`config.mk`:
```
export PLATFORM = sky130hd
export DESIGN_NAME = alt_master_handshake
export DESIGN_NICKNAME = d
export VERILOG_FILES = /design/src/rtl/alt_master_handshake.v
export VERILOG_INCLUDE_DIRS = /design/src /design/src/rtl
export SDC_FILE = /design/constraint.sdc
export NUM_CORES = 1
export LEC_CHECK = 0
export BUFFER_PORTS_ARGS = -buffer_cell sky130_fd_sc_hd__buf_2
export CORE_UTILIZATION = 50
export CTS_BUF_LIST = sky130_fd_sc_hd__clkbuf_4
export CTS_CLUSTER_SIZE = 8
export DETAILED_ROUTE_END_ITERATION = 10
export MAX_ROUTING_LAYER = met4
export PLACE_DENSITY_LB_ADDON = 0.15
export SYNTH_ARGS = -nofsm -noshare
export SYNTH_HDL_FRONTEND = slang
export SYNTH_SLANG_ARGS = --single-unit
```
`constraint.sdc`:
```
create_clock -name clk -period 1.3 [get_ports clk]
set_clock_uncertainty 0.05 [all_clocks]
set_input_delay 0.195 -clock clk [delete_from_list [all_inputs] [get_ports clk]]
set_output_delay 0.195 -clock clk [all_outputs]
set_load 0.01 [all_outputs]
```
`src/rtl/alt_master_map.vh`:
```
// Register offsets, field positions and reset values for the bus handover.
`ifndef ALT_MASTER_MAP_VH
`define ALT_MASTER_MAP_VH
`define REG_GPIO_DIR      8'h00
`define REG_GPIO_ALT      8'h04
`define REG_TEST_CTRL     8'h08
`define REG_STATUS        8'h0C
`define GRANT_PIN_BIT     21
`define REQUEST_PIN_BIT   22
`define TEST_ENABLE_BIT   10
`define GPIO_DIR_RESET    32'h0000_0000
`define GPIO_ALT_RESET    32'h0000_0000
`define TEST_CTRL_RESET   32'h0000_0000
`define HTRANS_NONSEQ_BIT 1
`define HSIZE_WORD        3'h2
`define HRESP_OKAY        1'b0
`define DECODE_MSB        7
`define ADDR_RESET        8'h00
`define SYNC_RESET        3'h0
`define STATUS_PAD        24'h00_0000
`define READ_IDLE         32'h0000_0000
`endif

```
`src/rtl/alt_master_handshake.v`:
```
// Alternate memory bus master handshake with an AHB-Lite register slave.
//
// Our own choices: the AHB-Lite register port and the address map.
`timescale 1ns/1ns
`include "alt_master_map.vh"

module alt_master_handshake (
	// Clock and reset.
	input  wire        clk,
	input  wire        reset,
	// AHB-Lite slave.
	input  wire        hsel,
	input  wire [31:0] haddr,
	input  wire [1:0]  htrans,
	input  wire        hwrite,
	input  wire [2:0]  hsize,
	input  wire [31:0] hwdata,
	input  wire        hready,
	output reg  [31:0] hrdata,
	output reg         hreadyout,
	output reg         hresp,
	// Memory controller side.
	input  wire        mem_busy,
	input  wire        refresh_busy,
	input  wire        refresh_request,
	output reg         mem_hold,
	output reg         deferred_refresh,
	// Alternate master pins.
	input  wire        alt_master_request,
	output reg         alt_master_grant,
	output reg         memory_pins_oe
);

	localparam [3:0] ST_DRIVE   = 4'b0001;
	localparam [3:0] ST_DRAIN   = 4'b0010;
	localparam [3:0] ST_GRANTED = 4'b0100;
	localparam [3:0] ST_RESUME  = 4'b1000;

	reg [31:0] gpio_dir_reg;
	reg [31:0] gpio_alt_reg;
	reg [31:0] test_ctrl_reg;
	reg [3:0]  state_reg;
	reg [3:0]  state_next;
	reg [2:0]  req_sync_reg;
	reg        req_level_reg;
	reg        pend_refresh_reg;
	reg        wr_pend_reg;
	reg [7:0]  wr_addr_reg;
	reg        wr_dir_en;
	reg        wr_alt_en;
	reg        wr_test_en;
	reg [31:0] read_word;

	wire       dir_ok;
	wire       alt_ok;
	wire       test_ok;
	wire       mode_on;
	wire       word_access;
	wire       take;

	// mode enable: grant pin out, request pin in, both alternate, and the test enable bit set.
	assign dir_ok  = gpio_dir_reg[`GRANT_PIN_BIT]
		& ~gpio_dir_reg[`REQUEST_PIN_BIT];
	assign alt_ok  = gpio_alt_reg[`GRANT_PIN_BIT]
		& gpio_alt_reg[`REQUEST_PIN_BIT];
	assign test_ok = test_ctrl_reg[`TEST_ENABLE_BIT];
	assign mode_on = dir_ok & alt_ok & test_ok;

	// Only whole-word transfers are decoded.
	assign word_access = (hsize == `HSIZE_WORD);
	assign take        = hsel & hready & htrans[`HTRANS_NONSEQ_BIT]
		& word_access;

	always @(posedge clk) begin
		if (reset) begin
			req_sync_reg <= `SYNC_RESET;
		end else begin
			req_sync_reg <= {req_sync_reg[1:0], alt_master_request};
		end
	end

	// agreement filter.
	// A lone differing sample may be metastable, so it is ignored.
	always @(posedge clk) begin
		if (reset) begin
			req_level_reg <= 1'b0;
		end else if (req_sync_reg[2] == req_sync_reg[1]) begin
			req_level_reg <= req_sync_reg[2];
		end
	end

	// Arbitration state machine.
	always @* begin
		state_next = state_reg;
		case (state_reg)
			ST_DRIVE: begin
				if (req_level_reg && mode_on)
					state_next = ST_DRAIN;
			end
			ST_DRAIN: begin
				if (!req_level_reg || !mode_on)
					state_next = ST_DRIVE;
				else if (!mem_busy && !refresh_busy)
					state_next = ST_GRANTED;
			end
			ST_GRANTED: begin
				if (!req_level_reg)
					state_next = ST_RESUME;
			end
			ST_RESUME: begin
				if (!pend_refresh_reg && !refresh_busy)
					state_next = ST_DRIVE;
			end
			default: state_next = ST_DRIVE;
		endcase
	end

	// State register.
	always @(posedge clk) begin
		if (reset) begin
			state_reg <= ST_DRIVE;
		end else begin
			state_reg <= state_next;
		end
	end

	// refresh deferred.
	// The device cannot refresh while released, so the request is kept.
	always @(posedge clk) begin
		if (reset) begin
			pend_refresh_reg <= 1'b0;
		end else if (state_reg == ST_GRANTED && refresh_request) begin
			pend_refresh_reg <= 1'b1;
		end else if (state_reg == ST_RESUME && refresh_busy) begin
			pend_refresh_reg <= 1'b0;
		end
	end

	always @(posedge clk) begin
		if (reset) begin
			alt_master_grant <= 1'b0;
		end else begin
			alt_master_grant <= (state_next == ST_GRANTED);
		end
	end

	// release pins.
	// Enable and grant switch on one edge, so the bus never has two drivers.
	always @(posedge clk) begin
		if (reset) begin
			memory_pins_oe <= 1'b1;
		end else begin
			memory_pins_oe <= (state_next != ST_GRANTED);
		end
	end

	// stall new work.
	// Held through resume so stalled work waits behind the refresh.
	always @(posedge clk) begin
		if (reset) begin
			mem_hold <= 1'b0;
		end else begin
			mem_hold <= (state_next != ST_DRIVE);
		end
	end

	always @(posedge clk) begin
		if (reset) begin
			deferred_refresh <= 1'b0;
		end else begin
			deferred_refresh <= (state_next == ST_RESUME)
				& (pend_refresh_reg
				| (state_reg == ST_GRANTED & refresh_request));
		end
	end

	// Single-cycle slave; write data only arrives in the data phase,
	// so the address phase is kept for one cycle.
	always @(posedge clk) begin
		if (reset) begin
			wr_pend_reg <= 1'b0;
			wr_addr_reg <= `ADDR_RESET;
		end else begin
			wr_pend_reg <= take & hwrite;
			wr_addr_reg <= haddr[`DECODE_MSB:0];
		end
	end

	// Write decode.
	always @* begin
		wr_dir_en  = 1'b0;
		wr_alt_en  = 1'b0;
		wr_test_en = 1'b0;
		if (wr_pend_reg) begin
			case (wr_addr_reg)
				`REG_GPIO_DIR:  wr_dir_en  = 1'b1;
				`REG_GPIO_ALT:  wr_alt_en  = 1'b1;
				`REG_TEST_CTRL: wr_test_en = 1'b1;
				default:        wr_dir_en  = 1'b0;
			endcase
		end
	end

	always @(posedge clk) begin
		if (reset) begin
			gpio_dir_reg <= `GPIO_DIR_RESET;
		end else if (wr_dir_en) begin
			gpio_dir_reg <= hwdata;
		end
	end

	always @(posedge clk) begin
		if (reset) begin
			gpio_alt_reg <= `GPIO_ALT_RESET;
		end else if (wr_alt_en) begin
			gpio_alt_reg <= hwdata;
		end
	end

	always @(posedge clk) begin
		if (reset) begin
			test_ctrl_reg <= `TEST_CTRL_RESET;
		end else if (wr_test_en) begin
			test_ctrl_reg <= hwdata;
		end
	end

	// Read multiplexer; unmapped offsets read as zero.
	always @* begin
		case (haddr[`DECODE_MSB:0])
			`REG_GPIO_DIR:  read_word = gpio_dir_reg;
			`REG_GPIO_ALT:  read_word = gpio_alt_reg;
			`REG_TEST_CTRL: read_word = test_ctrl_reg;
			`REG_STATUS:    read_word = {`STATUS_PAD,
				pend_refresh_reg, req_level_reg,
				mode_on, 1'b0, state_reg};
			default:        read_word = `READ_IDLE;
		endcase
	end

	// Read data stands until the next read.
	always @(posedge clk) begin
		if (reset) begin
			hrdata <= `READ_IDLE;
		end else if (take && !hwrite) begin
			hrdata <= read_word;
		end
	end

	// No wait states and no error response.
	always @(posedge clk) begin
		if (reset) begin
			hreadyout <= 1'b1;
			hresp     <= `HRESP_OKAY;
		end else begin
			hreadyout <= 1'b1;
			hresp     <= `HRESP_OKAY;
		end
	end

endmodule // alt_master_handshake

```
==> flow_metrics.py, run 1 <==
metrics = {
    "status": {
        "status": "complete, but fails checks",
        "violations": "design-rule violations, negative setup slack",
    },
    "power_and_ir_drop": {
        "comb_power_share_pct": 7.4,
        "ir_drop_v": 0.0007677,
        "power.total_mw": 7.502,
        "p_leak_nw": 3.154,
        "seq_power_share_pct": 61.6,
        "pwr-share-clk_pct": 31.0,
        "intPower_mw": 5.713,
        "power.net_switching_mw": 1.788,
        "power.share.switching_pct": 23.84,
        "pwr_density_cell_nw_per_um2": 865.4,
    },
    "cells_and_area": {
        "syn2layout_area_growth_pct": 43.50,
        "drive_above_1_share_pct": 38.25,
        "fin_cells": 1032,
        "post-route-cell-area_um2": 8668,
        "antenna_cells": 0,
        "nNetsFinal": 954,
    },
    "route": {
        "drtIter0Drc": 441,
        "ant_nets": 0,
        "routed_wl_mm": 18.04,
        "vias": 5785,
        "drc": 4,
        "drtPass1Iterations": 8,
        "wire_per_inst_um": 17.48,
        "routed_via_density": 5.606,
    },
    "yosys": {
        "avgSynthCellArea_um2": 8.484,
        "synth_area_um2": 6041,
        "ys_seq_area_share_pct": 49.71,
        "yosys_warnings": 0,
        "synthTopCellsByArea": "dfxtp_1, nand2_1, a21oi_1",
        "yosys.area.top_type": "dfxtp_1",
        "ys_top_cells_by_count": "nand2_1, dfxtp_1, a21oi_1, nand3_1, clkbuf_1",
        "yosysMostFrequentCell": "nand2_1",
        "synth_nets": 790,
        "synthFlopType": "dfxtp_1",
        "yosysUniqueCellTypes": 40,
        "synth_top_area_share_pct": 49.71,
        "ys_ff_latch": 150,
        "synth_edf_count": 0,
        "ys_async_sr_fraction_pct": 0,
        "synthCells": 712,
    },
    "placed_design": {
        "hpwl_mm": 9.905,
        "dp_cells": 931,
        "portBuffers": 88,
        "gp_congestion": 0.8058,
        "placed_area_um2": 6957,
    },
    "global_routing": {
        "overflow": 0,
        "grt_max_degree": 92,
        "grt_pass1_wl_mm": 27.05,
        "antenna_found_initial": 0,
        "met2_usage_pct": 47.87,
        "use_met1_pct": 32.84,
        "grt_usage_pct": 28.53,
        "busiest_layer": "met2",
        "grt_pass1_vias": 5663,
        "use_met3_pct": 6.805,
    },
    "clock_network": {
        "cts_root_buf": "clkbuf_4",
        "clock_sinks": 150,
        "cts_buffers": 17,
        "cts_tree": "built",
        "clkLatencyLatePin_ps": 550,
        "clkTransAtPathRegs_ps": 110,
        "htree_levels": 4,
        "clockBufferDepth": 2,
    },
    "timing": {
        "period_share_pct": 127.3,
        "hold_viol": 0,
        "finalSetupViolCount": 105,
        "slew_viol_final": 0,
        "grt_setup_unrepaired": "true",
        "setup_ws_ps": -354.3,
        "period_needed_ps": 1654,
        "max_freq_ghz": 0.6045,
    },
    "die": {
        "num_io_pins": 116,
        "rows": 39,
        "initial_core_util_pct": 52.01,
        "die_h_um": 111.9,
        "die_w_um": 111.9,
        "dieArea_um2": 12530,
        "core_um2": 11610,
    },
    "min_path": {
        "hold_path_end": "memory_pins_oe",
        "hold_start": "mem_busy",
        "hold_path_depth": 4,
        "min_path_type": "in2reg",
    },
    "setup_path": {
        "end_kind": "register",
        "critPathRequiredTime_ps": 1720,
        "worstSetupPathType": "reg2reg",
        "reg2reg_depth": 6,
        "start_kind": "register",
        "rrSetupSlack_ps": -350,
        "r2r-start": "wr_addr_reg[6]",
        "worst_ep_arrival_time_ps": 2080,
        "path_max_fanout": 6,
        "r2r-end": "test_ctrl_reg[18]",
    },
    "run": {
        "drv_cap": 0,
    },
}
power by group through the flow:
stage	logic, mW	registers [mW]	clock network, mW
2_1_floorplan	0.186	4.73	0
3_3_place_gp	0.407	4.73	0
3_5_place_dp	0.412	4.73	0
4_1_cts	0.528	4.63	2.38
5_1_grt	0.583	4.63	2.61
6_report	0.552	4.62	2.33
kinds of logic (layout without fill, tap and decap cells):
family / after synthesis / in the layout / share of synthesized area (%)
simple gates: 301 / 301 / 22.74
buf+inv: 63 / 240 / 5.137
flops: 150 / 150 / 49.71
mux: 32 / 32 / 6.752
other cells: 2 / 2 / 0.1243
compound gates: 163 / 163 / 15.39
xor+xnor: 1 / 1 / 0.1450
layout make-up:
class                      count  area, µm²
clock inverter                 9      36.28
timing repair buffer         206       2049
fill                         827       2945
clock buffer                  23      172.7
tap                          143      178.9
sequential                   150       3060
inverter                       2      7.507
multi-input combinational    499       3163
placed cells by master (no fill, tap or decap), drive strengths merged, types with 4 or more instances in the layout:
master,n
a21oi,129
buf,154
clkbuf,29
clkinv,9
dfxtp,150
dlygate4sd3,45
mux2i,25
mux4,7
nand2,224
nand3,33
nand4b,4
nor2,4
nor2b,14
nor3,5
nor4b,4
o2bb2ai,25
worst max-delay path: stages (launching register included):
cell       delay (ps)
dfxtp_2           340
nor4b_4           320
buf_4             160
and4b_4           320
clkbuf_16         200
nand2_1            60
a21oi_1           140
worst max-delay path by stage:
stage,startpoint,to,slack [ps],cells after the start
detailed placement,haddr[5],hrdata[27],-330,6
finish,wr_addr_reg[6],test_ctrl_reg[18],-350,6
global route,wr_addr_reg[6],test_ctrl_reg[18],-440,6
floorplan,hsize[0],hrdata[5],-160,5
global placement,haddr[5],hrdata[6],-280,6
CTS,wr_addr_reg[7],gpio_dir_reg[2],-270,7
layer usage:
metal / up-vias / part of all wire (%)
met5: - / 0
met4: 0 / 2.3
met3: 40 / 6.5
met2: 211 / 51
met1: 2779 / 40
li1: 2755 / -
what timing repair did:
action / in CTS / in global routing
endpoints found under the setup margin: 118 / 145
hold buffers: 46 / 0
hold endpoints to repair: 108 / 0
cloned: 3 / 7
buffers inserted: 6 / 7
gates resized for setup: 84 / 122
pin swaps: 32 / 32
through the flow:
| step | utilization (%) | hold slack [ps] | TNS (ps) | setup WS (ps) |
|---|---|---|---|---|
| after floorplan | - | 241.7 | -8148 | -157.6 |
| after global placement | 59.90 | 352.9 | -27360 | -282.1 |
| after detailed placement | 59.90 | 362.6 | -31940 | -332.8 |
| after CTS | 68.81 | 31.87 | -22690 | -270.9 |
| after global routing | 74.64 | 33.21 | -37230 | -439.8 |
| final | 74.64 | 85.38 | -28100 | -354.3 |
(Power assumes the default switching activity.)
==> run 2: changes to the inputs <==
--- a/config.mk
+++ b/config.mk
@@ -7,10 +7,11 @@
 export NUM_CORES = 1
 export LEC_CHECK = 0
 export BUFFER_PORTS_ARGS = -buffer_cell sky130_fd_sc_hd__buf_2
-export CORE_UTILIZATION = 50
+export CORE_UTILIZATION = 52
 export CTS_BUF_LIST = sky130_fd_sc_hd__clkbuf_4
 export CTS_CLUSTER_SIZE = 8
 export DETAILED_ROUTE_END_ITERATION = 10
+export GPL_ROUTABILITY_DRIVEN = 1
 export MAX_ROUTING_LAYER = met4
 export PLACE_DENSITY_LB_ADDON = 0.15
 export SYNTH_ARGS = -nofsm -noshare
==> flow_metrics.py, run 2 (synthesis results as in run 1) <==
metrics = {
    "min_path": {
        "min_path_type": "in2reg",
    },
    "setup_path": {
        "critical-path-max-stage-delay_ps": 350,
        "crit_end": "gpio_dir_reg[16]",
        "rrSetupSlack_ps": -320,
        "path_max_fanout": 13,
        "cp-startpoint": "wr_addr_reg[6]",
        "cp_top_family": "simple AND/OR/NAND/NOR gates",
        "worst_ep_arrival_time_ps": 2030,
        "r2r-end": "gpio_dir_reg[16]",
        "slowest_stage": "dfxtp_2",
        "critPathRequiredTime_ps": 1710,
        "end_kind": "register",
        "r2r-start": "wr_addr_reg[6]",
        "start_kind": "register",
        "crit_chain": "nor4b_4 > and3b_2 > bufbuf_16 > nand2_1 > a21oi_1",
        "reg2reg_depth": 5,
        "critical_path_buf_inv_count": 1,
        "worstSetupPathType": "reg2reg",
        "cp.depth": 5,
    },
    "power_and_ir_drop": {
        "power.total_mw": 7.701,
        "p_leak_nw": 3.163,
        "pwr_density_cell_nw_per_um2": 909.1,
        "ir_drop_v": 0.0005970,
    },
    "timing": {
        "hold_slack_ps": 108.0,
        "max_freq_ghz": 0.6172,
        "setup_ws_ps": -320.1,
        "hold_viol": 0,
        "period_needed_ps": 1620,
        "period_share_pct": 124.6,
        "slew_viol_final": 0,
        "grt_setup_unrepaired": "true",
        "finalSetupViolCount": 105,
    },
    "route": {
        "drc": 0,
        "wire_per_inst_um": 17.59,
        "drtPass1Iterations": 5,
        "ant_nets": 0,
        "routed_wl_mm": 18.03,
        "routed_via_density": 5.655,
        "drtIter0Drc": 444,
        "vias": 5796,
    },
    "die": {
        "dieArea_um2": 12050,
        "rows": 38,
        "initial_core_util_pct": 54.53,
        "die_w_um": 109.8,
        "num_io_pins": 116,
        "die_h_um": 109.8,
        "core_um2": 11080,
    },
    "clock_network": {
        "htree_levels": 4,
        "clkLatencyLatePin_ps": 520,
        "cts_tree": "built",
        "cts_root_buf": "clkbuf_4",
        "clock_sinks": 150,
        "cts_buffers": 17,
        "clockBufferDepth": 2,
        "clkTransAtPathRegs_ps": 110,
    },
    "cells_and_area": {
        "final_common_cell": "nand2_1",
        "layout_common_cells": "nand2_1, dfxtp_1, a21oi_1",
        "seq_area_um2": 3053,
        "drive_above_1_share_pct": 35.93,
        "post-route-cell-area_um2": 8471,
        "syn2layout_area_growth_pct": 40.22,
        "nNetsFinal": 952,
        "multi_input_area_um2": 3128,
        "nFillCells": 776,
        "antenna_cells": 0,
    },
    "status": {
        "status": "complete, but fails checks",
        "violations": "negative setup slack",
    },
    "global_routing": {
        "grt_max_degree": 58,
        "grt_pass1_wl_mm": 26.11,
        "grt_usage_pct": 29.47,
        "overflow": 0,
        "antenna_found_initial": 0,
        "grt_pass1_vias": 5496,
    },
    "placed_design": {
        "gp_congestion": 0.8105,
        "placed_area_um2": 6930,
        "portBuffers": 88,
        "hpwl_mm": 9.853,
        "dp_slack_ps": -317.6,
    },
    "run": {
        "drv_cap": 0,
    },
}
[run 2: cell count changes in the layout (fill, tap and decap cells not counted), moves of 4 or more]
cell,delta
dfxtp_2,-6
nand2_1,+26
clkbuf_4,-4
dfxtp_1,+6
buf_6,-20
nand2_2,-26
clkinv_2,+4
a21oi_1,-8
buf_2,+19
clkinv_1,-6
a21oi_2,+8
[run 2: timing repair]
action	CTS	global route
gates cloned	4	5
setup buffers	7	8
hold buffers	45	1
endpoints found under the setup margin	116	143
pin swaps	13	33
resized for setup	46	107
hold endpoints to repair	107	3
[run 2: layer usage]
layer,wire length [µm],track usage [%],share of wire (%),up-vias
li1,-,-,-,2745
met5,0,-,0,-
met2,8888,47.90,49,232
met3,1247,5.928,6.9,45
met4,476,12.10,2.6,0
met1,7413,35.70,41,2774
[run 2: worst min-delay path by stage]
stage / startpoint / cells past startpoint / endpoint / slack [ps]
detailed placement: refresh_busy / 2 / pend_refresh_reg / 370
CTS: hwdata[22] / 3 / gpio_alt_reg[22] / -150
global route: hwrite / 4 / hrdata[5] / 100
finish: hwrite / 4 / hrdata[5] / 110
floorplan: refresh_busy / 1 / pend_refresh_reg / 240
global placement: alt_master_request / 2 / req_sync_reg[0] / 360
[run 2: cell type report]
type                       count  share of cell area (%)
clock inverter                11                   1.034
tap                          140                   2.068
sequential                   150                   36.04
timing repair buffer         204                   22.16
inverter                       2                 0.08863
multi-input combinational    499                   36.93
clock buffer                  19                   1.684
[run 2: worst register-to-register path: stages, from the launching register on]
cell	delay, ps
dfxtp_2	350
nor4b_4	340
and3b_2	300
bufbuf_16	310
nand2_1	70
a21oi_1	140
[run 2: report_power, final]
part           leakage [nW]  switching (mW)  internal [mW]
Combinational          1.80           0.280          0.260
Sequential             1.23          0.0145           4.61
Clock                 0.131            1.59          0.944
Total                  3.16            1.89           5.81
[run 2: per-stage QoR]
stage	cells	setup TNS [ps]	util, %
6_report	1025	-24590	76.46
5_1_grt	1025	-31090	76.46
4_1_cts	1011	-22380	71.34
3_5_place_dp	925	-29940	62.56
3_3_place_gp	925	-25850	62.56
2_1_floorplan	712	-8148	-
